File: src/verilog/bt8_pkg.sv
// Register map, field layout and mode codes of the 8-bit basic timer
package bt8_pkg;
  localparam int          DW          = 8;
  localparam int          PSC_CW      = 7;
  localparam int          PSC_SW      = 3;
  localparam int          ADR_W       = 8;
  localparam int          IDX_W       = 4;
  localparam int          IDX_LO      = 2;
  // Register indices; byte address is four times the index
  localparam logic [3:0]  IDX_CR1     = 4'h0;
  localparam logic [3:0]  IDX_CR2     = 4'h1;
  localparam logic [3:0]  IDX_SMCR    = 4'h2;
  localparam logic [3:0]  IDX_IER     = 4'h3;
  localparam logic [3:0]  IDX_SR      = 4'h4;
  localparam logic [3:0]  IDX_EGR     = 4'h5;
  localparam logic [3:0]  IDX_CNT     = 4'h6;
  localparam logic [3:0]  IDX_PSC     = 4'h7;
  localparam logic [3:0]  IDX_ARR     = 4'h8;
  // Field positions
  localparam int          B_RELOAD_BUFFER_ENABLE      = 7;
  localparam int          B_OPM       = 3;
  localparam int          B_URS       = 2;
  localparam int          B_UPDATE_DISABLE      = 1;
  localparam int          B_CEN       = 0;
  localparam int          B_MSM       = 7;
  localparam int          F_HI        = 6;
  localparam int          F_LO        = 4;
  localparam int          S_HI        = 2;
  localparam int          S_LO        = 0;
  localparam int          B_TRG       = 6;
  localparam int          B_UPD       = 0;
  // Reset values
  localparam logic [7:0]  RST_ZERO    = 8'h00;
  localparam logic [7:0]  RST_ARR     = 8'hFF;
  localparam logic [2:0]  RST_FIELD   = 3'h0;
  localparam logic [6:0]  PSC_ZERO    = 7'h00;
  // Master output selection codes
  localparam logic [2:0]  MMS_RESET   = 3'h0;
  localparam logic [2:0]  MMS_ENABLE  = 3'h1;
  localparam logic [2:0]  MMS_UPDATE  = 3'h2;
  // Trigger selection codes
  localparam logic [2:0]  TS_ITR_ONE  = 3'h1;
  localparam logic [2:0]  TS_ITR_THR  = 3'h3;
  // Slave mode codes
  localparam logic [2:0]  SMS_OFF     = 3'h0;
  localparam logic [2:0]  SMS_RESET   = 3'h4;
  localparam logic [2:0]  SMS_GATED   = 3'h5;
  localparam logic [2:0]  SMS_TRIG    = 3'h6;
  localparam logic [2:0]  SMS_EXTCLK  = 3'h7;
endpackage : bt8_pkg

File: src/verilog/bt8_timer.sv
// 8-bit auto-reload basic timer with slave controller and Wishbone slave
//
// The implementer's own choice: the Wishbone register port.
`timescale 1ns/10ps
module bt8_timer
  import bt8_pkg::*;
(
  input  wire logic              clk_i,
  input  wire logic              rst_i,
  input  wire logic              wb_cyc_i,
  input  wire logic              wb_stb_i,
  input  wire logic              wb_we_i,
  input  wire logic [ADR_W-1:0]  wb_adr_i,
  input  wire logic [3:0]        wb_sel_i,
  input  wire logic [31:0]       wb_dat_i,
  output logic [31:0]            wb_dat_o,
  output logic                   wb_ack_o,
  input  wire logic              internal_trigger_one_i,
  input  wire logic              internal_trigger_three_i,
  output logic                   trigger_output_o,
  output logic                   update_irq_o,
  output logic                   trigger_irq_o
);

  function automatic logic [PSC_CW-1:0] psc_mask(input logic [PSC_SW-1:0] s);
    psc_mask = PSC_CW'((8'h01 << s) - 8'h01);
  endfunction : psc_mask

  logic [IDX_W-1:0]  idx;
  logic              adr_ok;
  logic              req;
  logic              wr;
  logic [DW-1:0]     wd;
  logic              reload_buffer_enable_q;
  logic              single_shot_mode_q;
  logic              update_request_source_q;
  logic              update_disable_q;
  logic              counter_enable_bit_q;
  logic [2:0]        master_output_select_q;
  logic              master_slave_sync_q;
  logic [2:0]        trigger_select_q;
  logic [2:0]        slave_mode_select_q;
  logic              trigger_irq_enable_q;
  logic              update_irq_enable_q;
  logic              trigger_flag_q;
  logic              update_flag_q;
  logic [DW-1:0]     cnt_q;
  logic [PSC_SW-1:0] psc_pre_q;
  logic [PSC_SW-1:0] psc_act_q;
  logic [PSC_CW-1:0] psc_cnt_q;
  logic [DW-1:0]     arr_pre_q;
  logic [DW-1:0]     arr_sh_q;
  logic [DW-1:0]     arr_act;
  logic              trg_raw;
  logic              trg_prev_q;
  logic              trg_dly_q;
  logic              trg_eff;
  logic              trg_eff_prev_q;
  logic              trg_rise;
  logic              trg_fall;
  logic              software_update;
  logic              software_trigger;
  logic              wr_cnt;
  logic              wr_cen;
  logic              gated;
  logic              cnt_en;
  logic              psc_in;
  logic              cnt_tick;
  logic              ovf;
  logic              trig_reset;
  logic              trig_reset_q;
  logic              reinit;
  logic              update_event;
  logic              upd_set;
  logic              trg_set;
  logic [DW-1:0]     rd;

  // Bus decode; each register occupies one aligned word
  assign idx    = wb_adr_i[IDX_LO +: IDX_W];
  assign adr_ok = (wb_adr_i[ADR_W-1:IDX_LO+IDX_W] == '0);
  assign req    = wb_cyc_i && wb_stb_i;
  // A write lands on the edge at which the master sees ack
  assign wr     = req && wb_we_i && wb_ack_o && wb_sel_i[0] && adr_ok;
  assign wd     = wb_dat_i[DW-1:0];

  assign software_update  = wr && (idx == IDX_EGR) && wd[B_UPD];
  assign software_trigger = wr && (idx == IDX_EGR) && wd[B_TRG];
  assign wr_cnt           = wr && (idx == IDX_CNT);
  assign wr_cen           = wr && (idx == IDX_CR1);

  always_ff @(posedge clk_i) begin
    if (rst_i) begin
      wb_ack_o <= 1'b0;
    end else begin
      wb_ack_o <= req && !wb_ack_o;
    end
  end

  always_comb begin
    rd = RST_ZERO;
    unique case (idx)
      IDX_CR1: begin
        rd[B_RELOAD_BUFFER_ENABLE] = reload_buffer_enable_q;
        rd[B_OPM]  = single_shot_mode_q;
        rd[B_URS]  = update_request_source_q;
        rd[B_UPDATE_DISABLE] = update_disable_q;
        rd[B_CEN]  = counter_enable_bit_q;
      end
      IDX_CR2:  rd[F_HI:F_LO] = master_output_select_q;
      IDX_SMCR: begin
        rd[B_MSM]   = master_slave_sync_q;
        rd[F_HI:F_LO] = trigger_select_q;
        rd[S_HI:S_LO] = slave_mode_select_q;
      end
      IDX_IER: begin
        rd[B_TRG] = trigger_irq_enable_q;
        rd[B_UPD] = update_irq_enable_q;
      end
      IDX_SR: begin
        rd[B_TRG] = trigger_flag_q;
        rd[B_UPD] = update_flag_q;
      end
      IDX_CNT:  rd = cnt_q;
      IDX_PSC:  rd[S_HI:S_LO] = psc_pre_q;
      IDX_ARR:  rd = arr_pre_q;
      default:  rd = RST_ZERO;
    endcase
    if (!adr_ok) begin
      rd = RST_ZERO;
    end
  end

  // Read data captured in the request cycle, held through ack
  always_ff @(posedge clk_i) begin
    if (rst_i) begin
      wb_dat_o <= 32'h0000_0000;
    end else if (req && !wb_ack_o) begin
      wb_dat_o <= {24'h00_0000, rd};
    end
  end

  // Control registers
  always_ff @(posedge clk_i) begin
    if (rst_i) begin
      reload_buffer_enable_q  <= 1'b0;
      single_shot_mode_q      <= 1'b0;
      update_request_source_q <= 1'b0;
      update_disable_q        <= 1'b0;
      master_output_select_q  <= RST_FIELD;
      master_slave_sync_q     <= 1'b0;
      trigger_select_q        <= RST_FIELD;
      slave_mode_select_q     <= RST_FIELD;
      trigger_irq_enable_q    <= 1'b0;
      update_irq_enable_q     <= 1'b0;
      psc_pre_q               <= RST_FIELD;
      arr_pre_q               <= RST_ARR;
    end else if (wr) begin
      unique case (idx)
        IDX_CR1: begin
          reload_buffer_enable_q  <= wd[B_RELOAD_BUFFER_ENABLE];
          single_shot_mode_q      <= wd[B_OPM];
          update_request_source_q <= wd[B_URS];
          update_disable_q        <= wd[B_UPDATE_DISABLE];
        end
        IDX_CR2:  master_output_select_q <= wd[F_HI:F_LO];
        IDX_SMCR: begin
          master_slave_sync_q <= wd[B_MSM];
          trigger_select_q    <= wd[F_HI:F_LO];
          slave_mode_select_q <= wd[S_HI:S_LO];
        end
        IDX_IER: begin
          trigger_irq_enable_q <= wd[B_TRG];
          update_irq_enable_q  <= wd[B_UPD];
        end
        IDX_PSC:  psc_pre_q <= wd[S_HI:S_LO];
        IDX_ARR:  arr_pre_q <= wd;
        default: ;
      endcase
    end
  end

  // Trigger input path; reserved selections give a quiet input
  always_comb begin
    unique case (trigger_select_q)
      TS_ITR_ONE: trg_raw = internal_trigger_one_i;
      TS_ITR_THR: trg_raw = internal_trigger_three_i;
      default:    trg_raw = 1'b0;
    endcase
  end

  always_ff @(posedge clk_i) begin
    if (rst_i) begin
      trg_prev_q     <= 1'b0;
      trg_dly_q      <= 1'b0;
      trg_eff_prev_q <= 1'b0;
    end else begin
      trg_prev_q     <= trg_raw;
      trg_dly_q      <= trg_raw;
      trg_eff_prev_q <= trg_eff;
    end
  end

  // The extra stage lets this timer act in step with the trigger output of its peer
  assign trg_eff  = master_slave_sync_q ? trg_dly_q : trg_raw;
  assign trg_rise = trg_eff && !trg_eff_prev_q;
  assign trg_fall = !trg_eff && trg_eff_prev_q;

  // Slave controller and clock path
  assign gated      = (slave_mode_select_q == SMS_GATED);
  assign cnt_en     = counter_enable_bit_q || (gated && trg_eff);
  assign trig_reset = (slave_mode_select_q == SMS_RESET) && trg_rise;
  always_comb begin
    if (slave_mode_select_q == SMS_EXTCLK) begin
      psc_in = counter_enable_bit_q && trg_rise;
    end else begin
      psc_in = cnt_en;
    end
  end
  assign cnt_tick     = psc_in && (psc_cnt_q == psc_mask(psc_act_q));
  assign arr_act      = reload_buffer_enable_q ? arr_sh_q : arr_pre_q;
  assign ovf          = cnt_tick && (cnt_q == arr_act);
  assign reinit       = software_update || trig_reset;
  assign update_event = (ovf || reinit) && !update_disable_q;
  assign upd_set      = (ovf || (reinit && !update_request_source_q))
                        && !update_disable_q;
  assign trg_set      = software_trigger
                        || (gated && (trg_rise || trg_fall))
                        || (((slave_mode_select_q == SMS_RESET)
                             || (slave_mode_select_q == SMS_TRIG)
                             || (slave_mode_select_q == SMS_EXTCLK)) && trg_rise);

  always_ff @(posedge clk_i) begin
    if (rst_i) begin
      counter_enable_bit_q <= 1'b0;
    end else if (update_event && single_shot_mode_q) begin
      counter_enable_bit_q <= 1'b0;
    end else if ((slave_mode_select_q == SMS_TRIG) && trg_rise) begin
      counter_enable_bit_q <= 1'b1;
    end else if (wr_cen) begin
      counter_enable_bit_q <= wd[B_CEN];
    end
  end

  always_ff @(posedge clk_i) begin
    if (rst_i) begin
      psc_cnt_q <= PSC_ZERO;
    end else if (reinit) begin
      psc_cnt_q <= PSC_ZERO;
    end else if (cnt_tick) begin
      psc_cnt_q <= PSC_ZERO;
    end else if (psc_in) begin
      psc_cnt_q <= psc_cnt_q + 7'h01;
    end
  end

  always_ff @(posedge clk_i) begin
    if (rst_i) begin
      cnt_q <= RST_ZERO;
    end else if (wr_cnt) begin
      cnt_q <= wd;
    end else if (reinit) begin
      cnt_q <= RST_ZERO;
    end else if (ovf) begin
      cnt_q <= RST_ZERO;
    end else if (cnt_tick) begin
      cnt_q <= cnt_q + 8'h01;
    end
  end

  // Shadow values move only on an update event
  always_ff @(posedge clk_i) begin
    if (rst_i) begin
      psc_act_q <= RST_FIELD;
      arr_sh_q  <= RST_ARR;
    end else if (update_event) begin
      psc_act_q <= psc_pre_q;
      arr_sh_q  <= arr_pre_q;
    end
  end

  // Status flags; write 0 clears, a same-cycle hardware set wins
  always_ff @(posedge clk_i) begin
    if (rst_i) begin
      update_flag_q  <= 1'b0;
      trigger_flag_q <= 1'b0;
    end else begin
      if (upd_set) begin
        update_flag_q <= 1'b1;
      end else if (wr && (idx == IDX_SR) && !wd[B_UPD]) begin
        update_flag_q <= 1'b0;
      end
      if (trg_set) begin
        trigger_flag_q <= 1'b1;
      end else if (wr && (idx == IDX_SR) && !wd[B_TRG]) begin
        trigger_flag_q <= 1'b0;
      end
    end
  end

  always_ff @(posedge clk_i) begin
    if (rst_i) begin
      update_irq_o  <= 1'b0;
      trigger_irq_o <= 1'b0;
    end else begin
      update_irq_o  <= update_flag_q && update_irq_enable_q;
      trigger_irq_o <= trigger_flag_q && trigger_irq_enable_q;
    end
  end

  // Trigger output; a trigger-driven reset shows one cycle late
  always_ff @(posedge clk_i) begin
    if (rst_i) begin
      trig_reset_q     <= 1'b0;
      trigger_output_o <= 1'b0;
    end else begin
      trig_reset_q <= trig_reset;
      unique case (master_output_select_q)
        MMS_RESET:  trigger_output_o <= software_update || trig_reset_q;
        MMS_ENABLE: trigger_output_o <= counter_enable_bit_q
                                        || (gated && trg_dly_q);
        MMS_UPDATE: trigger_output_o <= update_event;
        default:    trigger_output_o <= 1'b0;
      endcase
    end
  end
endmodule : bt8_timer

File: config.mk
export PLATFORM = sky130hd
export DESIGN_NAME = bt8_timer
export DESIGN_NICKNAME = d
export VERILOG_FILES = /design/src/verilog/bt8_pkg.sv /design/src/verilog/bt8_timer.sv
export SDC_FILE = /design/constraint.sdc
export NUM_CORES = 1
export LEC_CHECK = 0
export BUFFER_PORTS_ARGS = -buffer_cell sky130_fd_sc_hd__buf_2
export CORE_ASPECT_RATIO = 1.25
export CORE_MARGIN = 2
export CORE_UTILIZATION = 50
export CTS_CLUSTER_SIZE = 28
export DETAILED_ROUTE_END_ITERATION = 7
export GPL_TIMING_DRIVEN = 0
export HOLD_SLACK_MARGIN = 0.08
export PLACE_DENSITY = 0.74
export SYNTH_ARGS = -nofsm -noshare
export SYNTH_HDL_FRONTEND = slang
export SYNTH_SLANG_ARGS = --single-unit
File: constraint.sdc
create_clock -name clk_i -period 6.1 [get_ports clk_i]
set_input_delay 1.22 -clock clk_i [delete_from_list [all_inputs] [get_ports clk_i]]
set_output_delay 1.22 -clock clk_i [all_outputs]
set_load 0.02 [all_outputs]
==> impl_metrics.toml <==
[setup_path]
path_class = "in -> reg"
crit_path_end_kind = "flip-flop"
rr_worst_depth = 11
crit_end = "trigger_output_o"
cp_max_fo = 10
critPathRequiredTime_ns = 6.35
rrSetupSlack_ns = 2.85
crit_arrival_ns = 4.00
r2r-end = "trigger_output_o"
regToRegStartpoint = "trigger_select_q[1]"
critPathLaunchType = "input pin"
worstSetupStartpoint = "internal_trigger_three_i"

[timing]
worst_pin_slew_ns = 0.827
rsz0062_at_grt = "false"
finalSetupViolations = 0
period_share_pct = 61.4
final_hold_viol_count = 0
skew_ns = 0.0154
holdWs_ns = 0.454
post-route-min-period_ns = 3.75
relSlewSlack_pct = 44.5
max_freq_mhz = 267
slew_viol_final = 0
tns_ns = 0

[clocking]
postCtsSetupBuffers = 0
hold_buffers = 0
cts_buffers = 9
clockBufferDepth = 2
clkSinkCount = 71
clock_latency_ns = 0.37
cts_resized = 0
cts_root_buf = "clkbuf_8"
clk_pin_slew_ns = 0.08
cts_htree_levels = 3
cts_tree = "yes"

[synth]
netlist_area_um2 = 4370
ys_ff_latch = 71
synthesis.instances = 535
ys_seq_area_share_pct = 32.5
synth_edf_count = 0
synthSimpleGateAreaFrac_pct = 27.0
avgSynthCellArea_um2 = 8.17
synth_xor_area_share_pct = 3.61
synth_compound_area_share_pct = 17.6
synth_ff_type = "dfxtp_1"
async_flop_share_pct = 0
yosys_warnings = 0
synth.area.mux_share_pct = 9.25
synth_top_family_by_area = "simple AND/OR/NAND/NOR gates"
synth_fa_ha_area_share_pct = 1.15
synth.distinct_cells = 63

[final_layout]
fin_area_um2 = 4940
antenna_cells = 0
nets = 656
area_growth_pct = 13.1
drive_above_1_share_pct = 15.2

[placed_design]
post-dp-hpwl_mm = 9.45
port_buffers = 32
post_dp_cell_area_um2 = 4770
place.gp.congestion = 1.03

[floorplan]
core_um2 = 8610
die_height_um = 109
row_count = 38
die_area_um2 = 9510
die_w_um = 87.6
ioPinCount = 87
initial_core_util_pct = 50.8

[global_route]
grt_pass1_vias = 3957
grt_usage_pct = 27.2
overflow = 0
grt_max_degree = 13
grt_pass1_wl_mm = 19.9
antenna_found_initial = 0

[pwr]
power.leakage_nw = 1.87
power_mw = 0.900
pwr_density_cell_nw_per_um2 = 182
peakVddDrop_mv = 0.120

[drt]
route.detailed.drc = 0
routed_wl_mm = 12.7
via_per_inst = 5.91
num_vias = 4289
dr.first_iter.drc_count = 355
dr.pass1.iters = 5
routedWlPerCell_um = 17.4
ant_nets = 0

[hold_path]
hp-class = "reg -> reg"

[job]
max_cap_viol_count = 0

[status]
status = "finished, final reports clean"
placed cells by master (no fill, tap or decap), types with 8 or more instances in the layout:
master,n
buf_4,24
nand4_1,11
or3_1,13
xnor2_1,13
dfxtp_1,71
a21oi_1,20
nand2_1,42
a31oi_1,11
o32ai_1,8
o21ai_0,16
nor2b_1,17
buf_2,36
a211o_1,8
nor3_1,25
mux2i_1,37
nand3_1,24
conb_1,24
nor2_1,48
clkbuf_8,10
a22oi_1,9
clkbuf_1,26
cell usage after synthesis, types with 4 or more instances:
master / count / area share (%)
clkbuf_1: 25 / 2.1
a21oi_1: 20 / 2.3
nor2_1: 48 / 4.1
and3_1: 7 / 1.0
dfxtp_1: 71 / 33
o21ai_0: 16 / 1.8
a31oi_1: 11 / 1.6
xnor2_1: 13 / 2.6
nor2b_1: 17 / 2.4
buf_2: 4 / 0.46
mux2i_1: 37 / 8.5
nand3_1: 24 / 2.7
nor3b_1: 7 / 1.2
nand4_1: 11 / 1.6
buf_1: 7 / 0.60
inv_1: 7 / 0.60
a2111oi_2: 4 / 1.4
ha_1: 4 / 1.1
a22oi_1: 9 / 1.5
or3_1: 13 / 1.9
a2111oi_0: 5 / 1.0
o32ai_1: 8 / 1.6
buf_4: 24 / 4.1
nor3_1: 25 / 2.9
xor2_1: 5 / 1.0
nand2_1: 42 / 3.6
nand3b_1: 5 / 0.86
a211o_1: 8 / 1.6
metal layers:
| metal | up-vias | part of all wire [%] | global-route usage [%] |
|---|---|---|---|
| met5 | - | 0 | 0 |
| met4 | 0 | 5.9 | 16.7 |
| met3 | 57 | 5.9 | 4.66 |
| met2 | 204 | 48 | 45.0 |
| met1 | 1976 | 40 | 32.5 |
| li1 | 2052 | - | - |
metrics by stage:
step,cells,util [%],worst slack (ns)
after floorplan,558,-,2.92
after global placement,710,55.4,2.08
after detailed placement,710,55.4,2.08
after CTS,726,57.4,2.41
after global routing,726,57.4,2.16
final,726,57.4,2.35
critical path, cell delays in order:
cell	delay, ns
buf_2	0.10
mux2i_1	0.26
o31a_1	0.21
inv_1	0.05
ha_1	0.21
nor2b_1	0.17
nand3b_1	0.18
clkbuf_1	0.45
inv_1	0.08
nor2_1	0.56
o21ai_1	0.24
a22o_1	0.27
how the worst min path moves through the flow:
stage / from / to / cells past startpoint
floorplan: update_flag_q / update_irq_o / 2
global placement: wb_dat_o[0] / wb_dat_o[0] / 2
detailed placement: wb_dat_o[0] / wb_dat_o[0] / 2
CTS: wb_dat_o[0] / wb_dat_o[0] / 2
global route: wb_dat_o[1] / wb_dat_o[1] / 2
finish: wb_dat_o[0] / wb_dat_o[0] / 2
area by class of cell:
type	instances	area, µm²
clock inverters	5	33.8
well taps	120	150
clock buffers	11	141
inverters	8	30.0
flip-flops and latches	71	1420
fillers	816	3660
plain buffers	63	354
multi-input cells	416	2650
repair buffers	32	160
cell families (layout without fill, tap and decap cells):
kind of cell	count (synthesis)	in the layout
and+or+nand+nor	223	223
AOI/OAI and AO/OA	107	107
DFF	71	71
buffers and inverters	71	119
muxes	40	40
xor gates and xnor gates	18	18
adders and majority gates	4	4
other	1	24
where the power goes:
part | total (mW) | switching (mW) | leakage [nW] | internal, mW
sequential | 0.466 | 0.00199 | 0.573 | 0.464
clock | 0.352 | 0.194 | 0.0853 | 0.158
combinational | 0.0820 | 0.0544 | 1.21 | 0.0276
registers in the layout, summed over array words and instances (netlist names), 3 cells and up:
| name | cells |
|---|---|
| arr_pre_q | 8 |
| arr_sh_q | 8 |
| cnt_q | 8 |
| wb_dat_o | 8 |
| psc_cnt_q | 7 |
| master_output_select_q | 3 |
| psc_act_q | 3 |
| psc_pre_q | 3 |
| slave_mode_select_q | 3 |
| trigger_select_q | 3 |
Note: power is estimated with default switching activity, not from simulation.
